--- config.mk ---
export PLATFORM = sky130hd
export DESIGN_NAME = sbo_output_ctrl
export DESIGN_NICKNAME = d
export VERILOG_FILES = /design/src/sbo_pkg.sv /design/src/sbo_output_ctrl.sv /design/src/sbo_pin_sync.sv /design/src/sbo_prbs_gen.sv
export VERILOG_INCLUDE_DIRS = /design/src
export SDC_FILE = /design/constraint.sdc
export NUM_CORES = 1
export LEC_CHECK = 0
export BUFFER_PORTS_ARGS = -buffer_cell sky130_fd_sc_hd__buf_2
export CORE_ASPECT_RATIO = 2
export CORE_UTILIZATION = 57
export CTS_CLUSTER_SIZE = 20
export DETAILED_ROUTE_END_ITERATION = 10
export HOLD_SLACK_MARGIN = 0.03
export PLACE_DENSITY = 0.88
export SETUP_SLACK_MARGIN = 0.3
export SLEW_MARGIN = 20
export SYNTH_ARGS = -nofsm -noshare
export SYNTH_HDL_FRONTEND = slang
export SYNTH_SLANG_ARGS = --single-unit
--- constraint.sdc ---
create_clock -name clk_i -period 2.7 [get_ports clk_i]
set_input_delay 0.135 -clock clk_i [delete_from_list [all_inputs] [get_ports clk_i]]
set_output_delay 0.135 -clock clk_i [all_outputs]
set_load 0.03 [all_outputs]
--- src/sbo_consts.svh ---
// Purpose: Shared constants for the serializer self-test and output control block
// Assumes: Included by bare name from every design file that needs it
// Notes:   Offsets are byte addresses on a 32-bit classic Wishbone slave
//
// How it works
// - Driver enable low tri-states all outputs
// - Enable high again resumes the prior state
// - Each channel can send internal PRBS pattern
// - Select 0 to 7 picks one channel
// - Select 8 tests every channel together
// - Select 9 to F means no test
// - Activate low means no test anywhere
// - Select inputs default high, giving no test
// - EXTEST drives serial outputs at set levels
// - RUNBIST runs pattern for fixed system clocks; the code counts RUNBIST_FRAMES frame ticks instead
// - Receiver reports pass and completion bits; the rx model has only pass_o, completion is bist_done in the status register
// - Ordering holds for scan or pin start
// - Word and clock bits form one stream
// - All words captured on transmit clock rise
// - Frame is start high, ten data, stop low
// - Sync high four clocks sends sync pattern
// - Data only when enabled, awake, no sync
// - Channel sleep idles and tri-states that channel
`ifndef SBO_CONSTS_SVH
`define SBO_CONSTS_SVH

// -----------------------------------------------------------------
// Register map
// -----------------------------------------------------------------
`define SBO_ADR_CTRL      8'h00
`define SBO_ADR_EXTEST    8'h04
`define SBO_ADR_STATUS    8'h08
`define SBO_ADR_FRAMES    8'h0c
`define SBO_CTRL_RTI_BIT  2
`define SBO_INSTR_NORMAL  2'h0
`define SBO_INSTR_EXTEST  2'h1
`define SBO_INSTR_RUNBIST 2'h2

// -----------------------------------------------------------------
// Framing and selection
// -----------------------------------------------------------------
`define SBO_START_BIT     1'b1
`define SBO_STOP_BIT      1'b0
`define SBO_SYNC_FRAME    12'h03f
`define SBO_SEL_ALL       4'h8
`define SBO_SEL_PULLUP    4'hf
`define SBO_SYNC_HOLD     3'h4
`define SBO_PRBS_SEED     15'h7fff

// -----------------------------------------------------------------
// Timing
// -----------------------------------------------------------------
`define SBO_RUNBIST_TIME_US 33000
`define SBO_SYS_CLK_MHZ     66

`endif

--- src/sbo_pkg.sv ---
// Purpose: Types shared by the serializer self-test and output control block
// Assumes: Constants live in sbo_consts.svh
// Notes:   The output control, synchronizer and PRBS modules each keep all of their state in one packed struct
`default_nettype none

package sbo_pkg;

    // Per-channel transmit source
    typedef enum logic [2:0] {
        SBO_MODE_SLEEP,
        SBO_MODE_TEST_LVL,
        SBO_MODE_PRBS,
        SBO_MODE_SYNC,
        SBO_MODE_DATA
    } sbo_mode_e;

    typedef struct packed {
        logic [14:0] lfsr;
        logic [9:0]  word;
    } sbo_prbs_s;

    typedef struct packed {
        logic                  transmit_ref_clock_prev;
        logic                  selftest_activate;
        logic [3:0]            bist_sel;
        logic [1:0]            instr;
        logic                  rti;
        logic [7:0]            extest;
        logic [21:0]           bist_frames;
        logic                  bist_done;
        logic [7:0][2:0]       sync_cnt;
        logic [7:0]            sync_mode;
        sbo_mode_e [7:0]       mode;
        logic [7:0][11:0]      frame;
        logic [7:0]            drive_n;
        logic                  frame_stb;
        logic                  ack;
        logic [31:0]           rdat;
    } sbo_state_s;

endpackage

`default_nettype wire

--- src/sbo_output_ctrl.sv ---
// Purpose: Eight-channel frame builder with output enable and self-test control
// Assumes: Transmit clock is far slower than clk_i and is sampled here
// Notes:   Frames leave as 12-bit words; a hard serializer shifts them out
`timescale 1ns/1ps
`default_nettype none
`include "sbo_consts.svh"

module sbo_output_ctrl #(
    parameter int unsigned RUNBIST_FRAMES = `SBO_RUNBIST_TIME_US * `SBO_SYS_CLK_MHZ
) (
    input  wire logic             clk_i,
    input  wire logic             rst_i,
    input  wire logic             wb_cyc_i,
    input  wire logic             wb_stb_i,
    input  wire logic             wb_we_i,
    input  wire logic [7:0]       wb_adr_i,
    input  wire logic [3:0]       wb_sel_i,
    input  wire logic [31:0]      wb_dat_i,
    output logic      [31:0]      wb_dat_o,
    output logic                  wb_ack_o,
    input  wire logic             transmit_ref_clock_i,
    input  wire logic             driver_output_enable_i,
    input  wire logic             master_sleep_n_i,
    input  wire logic [7:0]       channel_sleep_n_i,
    input  wire logic [7:0]       sync_request_i,
    input  wire logic             selftest_activate_i,
    input  wire logic [3:0]       selftest_channel_select_i,
    input  wire logic [7:0][9:0]  parallel_word_in_i,
    output logic      [7:0][11:0] serial_out_pairs_o,
    output logic      [7:0]       serial_drive_n_o,
    output logic                  frame_strobe_o
);
    // Select pins reset high like weak pull-ups, so nothing tests by default
    localparam logic [103:0] PIN_RST = {80'h0, `SBO_SEL_PULLUP, 20'h0};
    localparam logic [21:0]  RB_LAST = 22'(RUNBIST_FRAMES - 1);

    sbo_pkg::sbo_state_s q;
    sbo_pkg::sbo_state_s n;

    logic [103:0]     pin_raw;
    logic [103:0]     pin_s;
    logic             s_transmit_ref_clock;
    logic             s_den;
    logic             s_master;
    logic [7:0]       s_sync;
    logic [7:0]       s_sleep;
    logic             s_act;
    logic [3:0]       s_sel;
    logic [7:0][9:0]  s_word;
    logic             tick;
    logic             rb_run;
    logic             ext_on;
    logic [7:0]       pin_pick;
    logic [7:0]       in_prbs;
    logic [9:0]       prbs_word;

    // -----------------------------------------------------------------
    // Pin synchronizers
    // -----------------------------------------------------------------
    assign pin_raw = {parallel_word_in_i, selftest_channel_select_i, selftest_activate_i,
                      channel_sleep_n_i, sync_request_i, master_sleep_n_i,
                      driver_output_enable_i, transmit_ref_clock_i};

    sbo_pin_sync #(
        .W       (104),
        .RST_VAL (PIN_RST)
    ) u_sync (
        .clk_i (clk_i),
        .rst_i (rst_i),
        .d_i   (pin_raw),
        .q_o   (pin_s)
    );

    // Field split of the synchronized pins
    assign s_transmit_ref_clock   = pin_s[0];
    assign s_den    = pin_s[1];
    assign s_master = pin_s[2];
    assign s_sync   = pin_s[10:3];
    assign s_sleep  = pin_s[18:11];
    assign s_act    = pin_s[19];
    assign s_sel    = pin_s[23:20];
    assign s_word   = pin_s[103:24];

    // -----------------------------------------------------------------
    // Frame tick and pattern source
    // -----------------------------------------------------------------
    // Rising transmit clock edge; words are captured here for all channels
    assign tick = s_transmit_ref_clock & ~q.transmit_ref_clock_prev;

    sbo_prbs_gen u_prbs (
        .clk_i  (clk_i),
        .rst_i  (rst_i),
        .adv_i  (tick),
        .word_o (prbs_word)
    );

    // Pin test decode: 0..7 one channel, 8 all, 9..F none, inactive none
    function automatic logic [7:0] sel_mask(input logic act, input logic [3:0] sel);
        logic [7:0] m;
        m = 8'h00;
        if (act && sel == `SBO_SEL_ALL) begin
            m = 8'hff;
        end else if (act && !sel[3]) begin
            m[sel[2:0]] = 1'b1;
        end
        return m;
    endfunction

    // Test pins act only through the copy taken on a frame tick
    assign pin_pick = sel_mask(q.selftest_activate, q.bist_sel);
    assign rb_run   = (q.instr == `SBO_INSTR_RUNBIST) && q.rti && !q.bist_done;
    assign ext_on   = (q.instr == `SBO_INSTR_EXTEST);

    always_comb begin
        for (int ch = 0; ch < 8; ch++) begin
            in_prbs[ch] = (q.mode[ch] == sbo_pkg::SBO_MODE_PRBS);
        end
    end

    // Register read mux; unmapped words read as zero
    function automatic logic [31:0] reg_read(input logic [7:0] adr,
                                             input sbo_pkg::sbo_state_s s);
        logic [31:0] r;
        r = 32'h0000_0000;
        unique case (adr)
            `SBO_ADR_CTRL:   r = {29'h0, s.rti, s.instr};
            `SBO_ADR_EXTEST: r = {24'h0, s.extest};
            `SBO_ADR_STATUS: r = {3'h0, s.selftest_activate, s.bist_sel, s.sync_mode, ~s.drive_n,
                                  5'h0, |in_prbs, rb_run, s.bist_done};
            `SBO_ADR_FRAMES: r = {10'h0, s.bist_frames};
            default:         r = 32'h0000_0000;
        endcase
        return r;
    endfunction

    // -----------------------------------------------------------------
    // Next state
    // -----------------------------------------------------------------
    always_comb begin
        n           = q;
        n.frame_stb = 1'b0;
        n.transmit_ref_clock_prev = s_transmit_ref_clock;

        // Enables follow the pins every cycle, not only per frame, so that a
        // tri-state request bites at once; frames keep running underneath,
        // which is what lets the link pick up where it left off
        for (int ch = 0; ch < 8; ch++) begin
            n.drive_n[ch] = ~(s_den & s_master & s_sleep[ch]);
        end

        if (tick) begin
            n.frame_stb = 1'b1;
            n.selftest_activate  = s_act;
            n.bist_sel  = s_sel;
            if (rb_run) begin
                n.bist_frames = 22'(q.bist_frames + 22'h1);
                if (q.bist_frames == RB_LAST) begin
                    n.bist_done = 1'b1;
                end
            end
            for (int ch = 0; ch < 8; ch++) begin
                // Count frames with sync high, saturating at the hold count
                if (!s_sync[ch]) begin
                    n.sync_cnt[ch] = 3'h0;
                end else if (q.sync_cnt[ch] != `SBO_SYNC_HOLD) begin
                    n.sync_cnt[ch] = 3'(q.sync_cnt[ch] + 3'h1);
                end
                n.sync_mode[ch] = (n.sync_cnt[ch] == `SBO_SYNC_HOLD);

                // Source priority: sleep, scan test, pattern, sync, data
                if (!(s_master && s_sleep[ch])) begin
                    n.mode[ch]  = sbo_pkg::SBO_MODE_SLEEP;
                    n.frame[ch] = 12'h000;
                end else if (ext_on) begin
                    n.mode[ch]  = sbo_pkg::SBO_MODE_TEST_LVL;
                    n.frame[ch] = {12{q.extest[ch]}};
                end else if (rb_run || pin_pick[ch]) begin
                    n.mode[ch]  = sbo_pkg::SBO_MODE_PRBS;
                    n.frame[ch] = {`SBO_STOP_BIT, prbs_word, `SBO_START_BIT};
                end else if (n.sync_mode[ch]) begin
                    n.mode[ch]  = sbo_pkg::SBO_MODE_SYNC;
                    n.frame[ch] = `SBO_SYNC_FRAME;
                end else begin
                    n.mode[ch]  = sbo_pkg::SBO_MODE_DATA;
                    n.frame[ch] = {`SBO_STOP_BIT, s_word[ch], `SBO_START_BIT};
                end
            end
        end

        // Leaving the test instruction rearms it for the next run
        if (q.instr != `SBO_INSTR_RUNBIST) begin
            n.bist_frames = 22'h0;
            n.bist_done   = 1'b0;
        end

        // Classic Wishbone: ack one cycle after the strobe, for one cycle
        n.ack = wb_cyc_i & wb_stb_i & ~q.ack;
        if (n.ack) begin
            n.rdat = reg_read(wb_adr_i, q);
        end
        if (wb_cyc_i && wb_stb_i && wb_we_i && q.ack && wb_sel_i[0]) begin
            if (wb_adr_i == `SBO_ADR_CTRL) begin
                n.instr = wb_dat_i[1:0];
                n.rti   = wb_dat_i[`SBO_CTRL_RTI_BIT];
            end else if (wb_adr_i == `SBO_ADR_EXTEST) begin
                n.extest = wb_dat_i[7:0];
            end
        end
    end

    // -----------------------------------------------------------------
    // State register
    // -----------------------------------------------------------------
    always_ff @(posedge clk_i) begin
        if (rst_i) begin
            q          <= '0;
            q.bist_sel <= `SBO_SEL_PULLUP;
            q.drive_n  <= 8'hff;
        end else begin
            q <= n;
        end
    end

    // Every output is a state flop
    assign wb_dat_o           = q.rdat;
    assign wb_ack_o           = q.ack;
    assign serial_out_pairs_o = q.frame;
    assign serial_drive_n_o   = q.drive_n;
    assign frame_strobe_o     = q.frame_stb;
endmodule // sbo_output_ctrl

`default_nettype wire

--- src/sbo_pin_sync.sv ---
// Purpose: Two-flop synchronizer for a vector of pins
// Assumes: Each bit is an independent level; words must be stable for a while
// Notes:   Only the second stage is visible outside
`timescale 1ns/1ps
`default_nettype none

module sbo_pin_sync #(
    parameter int             W       = 1,
    parameter logic [W-1:0]   RST_VAL = '0
) (
    input  wire logic         clk_i,
    input  wire logic         rst_i,
    input  wire logic [W-1:0] d_i,
    output logic      [W-1:0] q_o
);
    typedef struct packed {
        logic [W-1:0] meta;
        logic [W-1:0] hold;
    } sbo_sync_s;

    sbo_sync_s q;
    sbo_sync_s n;

    // -----------------------------------------------------------------
    // Two stages
    // -----------------------------------------------------------------
    always_comb begin
        n.meta = d_i;
        n.hold = q.meta;
    end

    always_ff @(posedge clk_i) begin
        if (rst_i) begin
            q <= '{meta: RST_VAL, hold: RST_VAL};
        end else begin
            q <= n;
        end
    end

    assign q_o = q.hold;

endmodule // sbo_pin_sync

`default_nettype wire

--- src/sbo_prbs_gen.sv ---
// Purpose: PRBS-15 source giving ten fresh bits per frame
// Assumes: adv_i is a one-cycle pulse per transmit frame
// Notes:   One generator feeds all channels; the checker only needs the sequence
`timescale 1ns/1ps
`default_nettype none
`include "sbo_consts.svh"

module sbo_prbs_gen (
    input  wire logic       clk_i,
    input  wire logic       rst_i,
    input  wire logic       adv_i,
    output logic      [9:0] word_o
);
    sbo_pkg::sbo_prbs_s q;
    sbo_pkg::sbo_prbs_s n;

    // Advance the x^15 + x^14 + 1 register by ten bits
    function automatic sbo_pkg::sbo_prbs_s step10(input logic [14:0] l_in);
        sbo_pkg::sbo_prbs_s r;
        logic               fb;
        r.lfsr = l_in;
        r.word = 10'h000;
        for (int i = 0; i < 10; i++) begin
            fb        = r.lfsr[14] ^ r.lfsr[13];
            r.lfsr    = {r.lfsr[13:0], fb};
            r.word[i] = fb;
        end
        return r;
    endfunction

    // -----------------------------------------------------------------
    // Next state
    // -----------------------------------------------------------------
    always_comb begin
        n = q;
        if (adv_i) begin
            n = step10(q.lfsr);
        end
    end

    always_ff @(posedge clk_i) begin
        if (rst_i) begin
            q <= '{lfsr: `SBO_PRBS_SEED, word: 10'h000};
        end else begin
            q <= n;
        end
    end

    assign word_o = q.word;

endmodule // sbo_prbs_gen

`default_nettype wire

# Word-level counts from Yosys, hierarchy flattened
# Index checks and enable logic that the tools add are counted.
# word_totals
ff_bits	467
word_cells	246
input_bits	153
# classes
n_eq_ne	32
magnitude_cmp	2
muxes	94
n_addsub	9
n_bitwise	34
reduce_logical	34
# ops
cell	n
two-way mux 12 bit	16
two-way mux 11 bit	16
two-way mux 3 bit	56
one-hot mux 29 bit (4 select lines)	1
adder 3 x 1 -> 3 bit (second input constant)	8
== test 3 x 2 -> 1 bit (second input constant)	8
== test 3 bit (second input constant)	8
inequality test 3 bit (second input constant)	8
adder 22 x 1 -> 22 bit (second input constant)	1
== test 22 bit (second input constant)	1
logical AND 1 bit	17
== test 8 x 4 -> 1 bit (second input constant)	2
two-way mux 8 bit	2
AND 1 bit	12
inverter 1 bit	11
bitwise XOR 1 bit	10
== test 8 x 3 -> 1 bit (second input constant)	1
zero test 8 bit	1
logical OR 1 bit	8
inverter 8 bit	1
OR reduction 8 bit	1
AND reduction 3 bit	2
== test 4 bit (second input constant)	1
less-than comparator 3 x 4 -> 1 bit (second input constant)	1
other kinds (9)	12

# Logic depth before layout (Yosys ltp)
# logic_depth
word_depth	10
depth_mapped	8
mapped_depth_nobuf	7

# Cells and area by module
# A second synthesis with hierarchy kept.
# unflattened
cells_unflattened	2057
hier_area_um2	19029.5
# modules_own_cells
mod	n_inst	area_each_um2	cells_each
sbo_output_ctrl	1	12374.4	1514
sbo_pin_sync	1	5599.1	439
sbo_prbs_gen	1	1056.0	104

# Least setup slack after synthesis
# No wires, ideal clock.
# synth_timing
path_kind	flip-flop to flip-flop
from	reg q[226] in the netlist's numbering
to	reg q[216] in the netlist's numbering
path_stages_with_launch	7
arrival_time_ns	2.187
required_ns	2.630
setup_ns	0.070
n_path_buf	1
path_slack_ns	0.443
period_less_slack_ns	2.257
path_cell_list	dfxtp_1 > nand4bb_4 > or4_4 > buf_6 > or3_4 > or4_1 > a21oi_1
# synth_between
elab_chain_cells	4
elab_cells_between_ends	6
cone_classes	2 x eq/ne; 4 x reduce/logical
# synth_rtl
item	line_no	source
start: declaration	sbo_output_ctrl.sv:37	sbo_pkg::sbo_state_s q;
start signal: assignment	sbo_output_ctrl.sv:220	q <= n;
== test 2 bit (no source line)	--	
logical AND 1 bit (2 in a row)	sbo_output_ctrl.sv:111	assign rb_run = (q.instr == `SBO_INSTR_RUNBIST) && q.rti && !q.bist_done;
AND reduction 2 bit (no source line)	--	
# Several ways; a longest one is shown, not always the timed one.
# A chain may end at the register's enable or synchronous reset.

# Worst setup path in the final report
# Same ends and word-level chain as after synthesis.

==> impl_metrics.csv <==
group,metric,value,unit
status,status,"finished clean",
power_and_ir_drop,pwr-share-comb,0.051,
power_and_ir_drop,powerDensity,620,nW/µm²
power_and_ir_drop,p_seq_frac,0.526,
global_route,grt-busiest-layer,"met2",
setup_path,worstSetupStartpointType,"register",
floorplanning,die_area,33200,µm²
placed_design,dp_hpwl,34400,µm
floorplanning,die_y,257,µm
synth,netlist_instances,2046,
cells_and_area,nFillCells,2258,
synth,synth-seq-cells,464,
routing,drtIter0Drc,1460,
clock_tree,clkTransAtPathRegs,0.07,ns
floorplanning,row_count,92,
cells_and_area,design_area,21800,µm²
sta,fin_crit_sh,0.869,
setup_path,worstPathRequired,3.17,ns
routing,wire_per_inst,19.9,µm
sta,clock.fmax,0.426,GHz
clock_tree,cts_tree,"built",
setup_path,end_kind,"register",
global_route,grt_pass1_wl,82500,µm
synth,syn_area_per_cell,9.02,µm²
cells_and_area,drive_gt1_frac,0.184,
routing,vias,16000,
routing,postRouteAntennaNets,0,
global_route,grt_antenna_before_repair,2,
placed_design,dpl_cell_area,19200,µm²
setup_path,ff2ff_path_depth,5,
sta,slew_viol_final,0,
worst_hold_path,holdCritPathClass,"in -> reg",
synth,synth_flop_cell,"dfxtp_1",
setup_path,startpoint,"q[226]",
sta,max_slew.worst_pin.slew,0.887,ns
sta,setup_tns,0,ns
global_route,use_met1,0.332,
clock_tree,clkLatencyLatePin,0.55,ns
global_route,grt_usage,0.324,
clock_tree,cts-buffers-inserted,38,
global_route,grt_pass1_vias,15900,
routing,routed_wl,54100,µm
floorplanning,die_w,129,µm
setup_path,r2r-start,"q[226]",
sta,finalWorstSetupSlack,0.355,ns
power_and_ir_drop,p_clk_frac,0.423,
floorplanning,core_region_area,31700,µm²
placed_design,dp_slack,0.193,ns
sta,finalHoldViolCount,0,
placed_design,globalplace.congestion,0.888,
global_route,grt_max_degree,175,
cells_and_area,final_nets,2432,
clock_tree,cts_root_buf,"clkbuf_16",
clock_tree,clockBufferDepth,3,
routing,drc_errors,0,
global_route,grtUsageMet2,0.556,
power_and_ir_drop,p_int,10.5,mW
cells_and_area,area_growth,18.0,%
sta,rsz0062_at_grt,"no",
clock_tree,cts.sinks,464,
synth,synthArstFlopShare,0,
sta,final-setup-viol-count,0,
routing,viasPerCell,5.90,
sta,timing.slew.headroom,0.409,
setup_path,reg2reg_to,"q[216]",
power_and_ir_drop,peakVddDrop,0.576,mV
cells_and_area,final_core_util,0.688,
synth,yosysSeqAreaShare,0.503,
setup_path,worstSetupEndpoint,"q[216]",
sta,post-route-min-period,2.35,ns
synth,yosysUniqueCellTypes,67,
synth,yosys_warnings,0,
sta,skew,0.0258,ns
clock_tree,htreeDepth,2,
placed_design,port_buffers,260,
setup_path,regToRegSetupSlack,0.35,ns
floorplanning,io_pins,291,
power_and_ir_drop,power_switching,3.01,mW
synth,syn_area,18500,µm²
power_and_ir_drop,switching_share,0.223,
power_and_ir_drop,power.leakage,8.98,nW
setup_path,cp_max_fo,8,
floorplanning,initial_utilization,0.583,
setup_path,cp_data_arrival_time,2.82,ns
flow_run,cap_violations,0,
global_route,grt_overflow,0,
global_route,gr-usage-met3,0.0620,
setup_path,path_class,"reg -> reg",
routing,dr.pass1.iters,9,
synth,synth_edf_count,0,
cell type report:
cell class              instances  area [µm²]  area share
well taps                     423         529      0.0243
multi-input cells            1307        7720       0.354
repair buffers                426        2880       0.132
clock buffers                  49        1050      0.0484
clock inverters                18         209     0.00959
flip-flops and latches        464        9290       0.426
diodes                          3        7.51    0.000345
inverters                      25        93.8     0.00431
sequential cells by signal (all words and copies together) (netlist names):
name,count
u_prbs.q,15
q,96
frame_strobe_o,1
u_sync.n,104
u_sync.q_o,104
u_prbs.word_o,10
serial_out_pairs_o,96
wb_dat_o,29
wb_ack_o,1
serial_drive_n_o,8
cells in the mapped netlist (3+ instances only):
cell type	n	area (µm²)
nor2b_1	209	1310
a32oi_1	6	52.6
or3b_2	7	61.3
clkbuf_1	89	334
xnor2_1	13	114
nor3_1	25	125
dfxtp_1	464	9290
a2111oi_0	5	43.8
nor3b_1	6	45.0
a31oi_1	11	68.8
xor2_1	15	131
o211ai_1	7	52.6
a22oi_1	58	435
nand2b_1	10	62.6
o22ai_1	5	31.3
nand4_1	19	119
or4_1	3	22.5
inv_1	25	93.8
nand3_1	88	440
a221oi_1	5	43.8
nor2_1	139	522
ha_1	17	213
a211oi_1	43	323
or2_2	15	93.8
nor4b_1	8	70.1
a21o_1	6	45.0
buf_4	136	1020
buf_1	24	90.1
mux2i_1	12	120
nor4_1	8	50.1
a21oi_1	173	866
or3_1	6	37.5
o21ai_0	57	285
and3_1	13	81.3
and4b_1	3	30.0
mux2_2	11	124
a22o_1	14	123
nand3b_1	22	165
a21boi_0	5	37.5
and2_1	7	43.8
o311ai_0	6	52.6
nand2_1	210	788
o21bai_1	10	75.1
routing by layer:
metal,wire length (µm),vias up,part of all wire
li1,-,7319,-
met5,0,-,0
met4,4990,0,0.092
met2,26800,874,0.50
met1,18400,7531,0.34
met3,3890,287,0.072
per-stage QoR:
step	total power, mW	hold WS (ns)	std cells
after floorplan	7.57	0.239	2048
after global placement	7.77	0.326	2521
after detailed placement	7.79	0.321	2521
after CTS	13.5	0.118	2709
after global routing	13.9	0.136	2715
final	13.5	0.132	2715
cells in the final DEF, fill, tap and decap left out, drive strengths merged, types with 6 or more instances in the layout:
cell type,instances
buf,306
nand2,210
a21oi,173
dlygate4sd3,120
o311ai,6
mux2i,12
ha,17
or3,7
o21bai,10
clkinv,7
or3b,7
inv,26
mux2,11
o21ai,57
or2,15
nor3b,6
and3,13
nor2b,209
nand4,19
a211oi,43
nor2,139
xor2,15
a22oi,58
and2,9
nor4b,9
a32oi,6
a21o,6
nor4,8
o211ai,7
clkbuf,49
nand2b,10
nand3,88
nor3,26
xnor2,13
clkinvlp,6
dfxtp,464
a22o,14
nand3b,22
a31oi,11
repair_timing:
item                                    CTS  global route
hold buffers                            120             0
pin swaps                                 1             3
endpoints found under the setup margin   14            45
endpoints found under the hold margin   131             0
setup buffers                             1             3
gates resized for setup                   2            12
gates cloned                              0             0
worst min path at each step:
stage | start | to | slack, ns | cells after the start
floorplan | selftest_channel_select_i[0] | u_sync.n[20] | 0.24 | 1
global placement | selftest_channel_select_i[1] | u_sync.n[21] | 0.33 | 2
detailed placement | selftest_channel_select_i[2] | u_sync.n[22] | 0.32 | 2
CTS | wb_adr_i[4] | wb_dat_o[0] | 0.12 | 5
global route | wb_adr_i[4] | wb_dat_o[1] | 0.14 | 5
finish | wb_adr_i[4] | wb_dat_o[0] | 0.13 | 5
cell families after synthesis:
family,after synthesis,synth area share
buf+inv,277,0.0848
simple gates,815,0.230
flops,464,0.503
xor+xnor,28,0.0133
compound gates,419,0.141
fa+ha+maj,17,0.0115
other cells,1,0.000203
mux,25,0.0161
critical path: stages (launching register included):
cell       delay, ns
dfxtp_1         0.39
nand4bb_4       0.29
or4_4           0.58
or3_4           0.40
or4_1           0.47
a21oi_1         0.14
power groups by stage:
stage | clock [mW] | sequential, mW | combinational (mW)
6_report | 5.71 | 7.11 | 0.689
5_1_grt | 6.03 | 7.12 | 0.746
4_1_cts | 5.73 | 7.10 | 0.665
3_5_place_dp | 0 | 7.26 | 0.533
3_3_place_gp | 0 | 7.25 | 0.518
2_1_floorplan | 0 | 7.21 | 0.359
No activity file was read; power rests on OpenSTA's default activity.
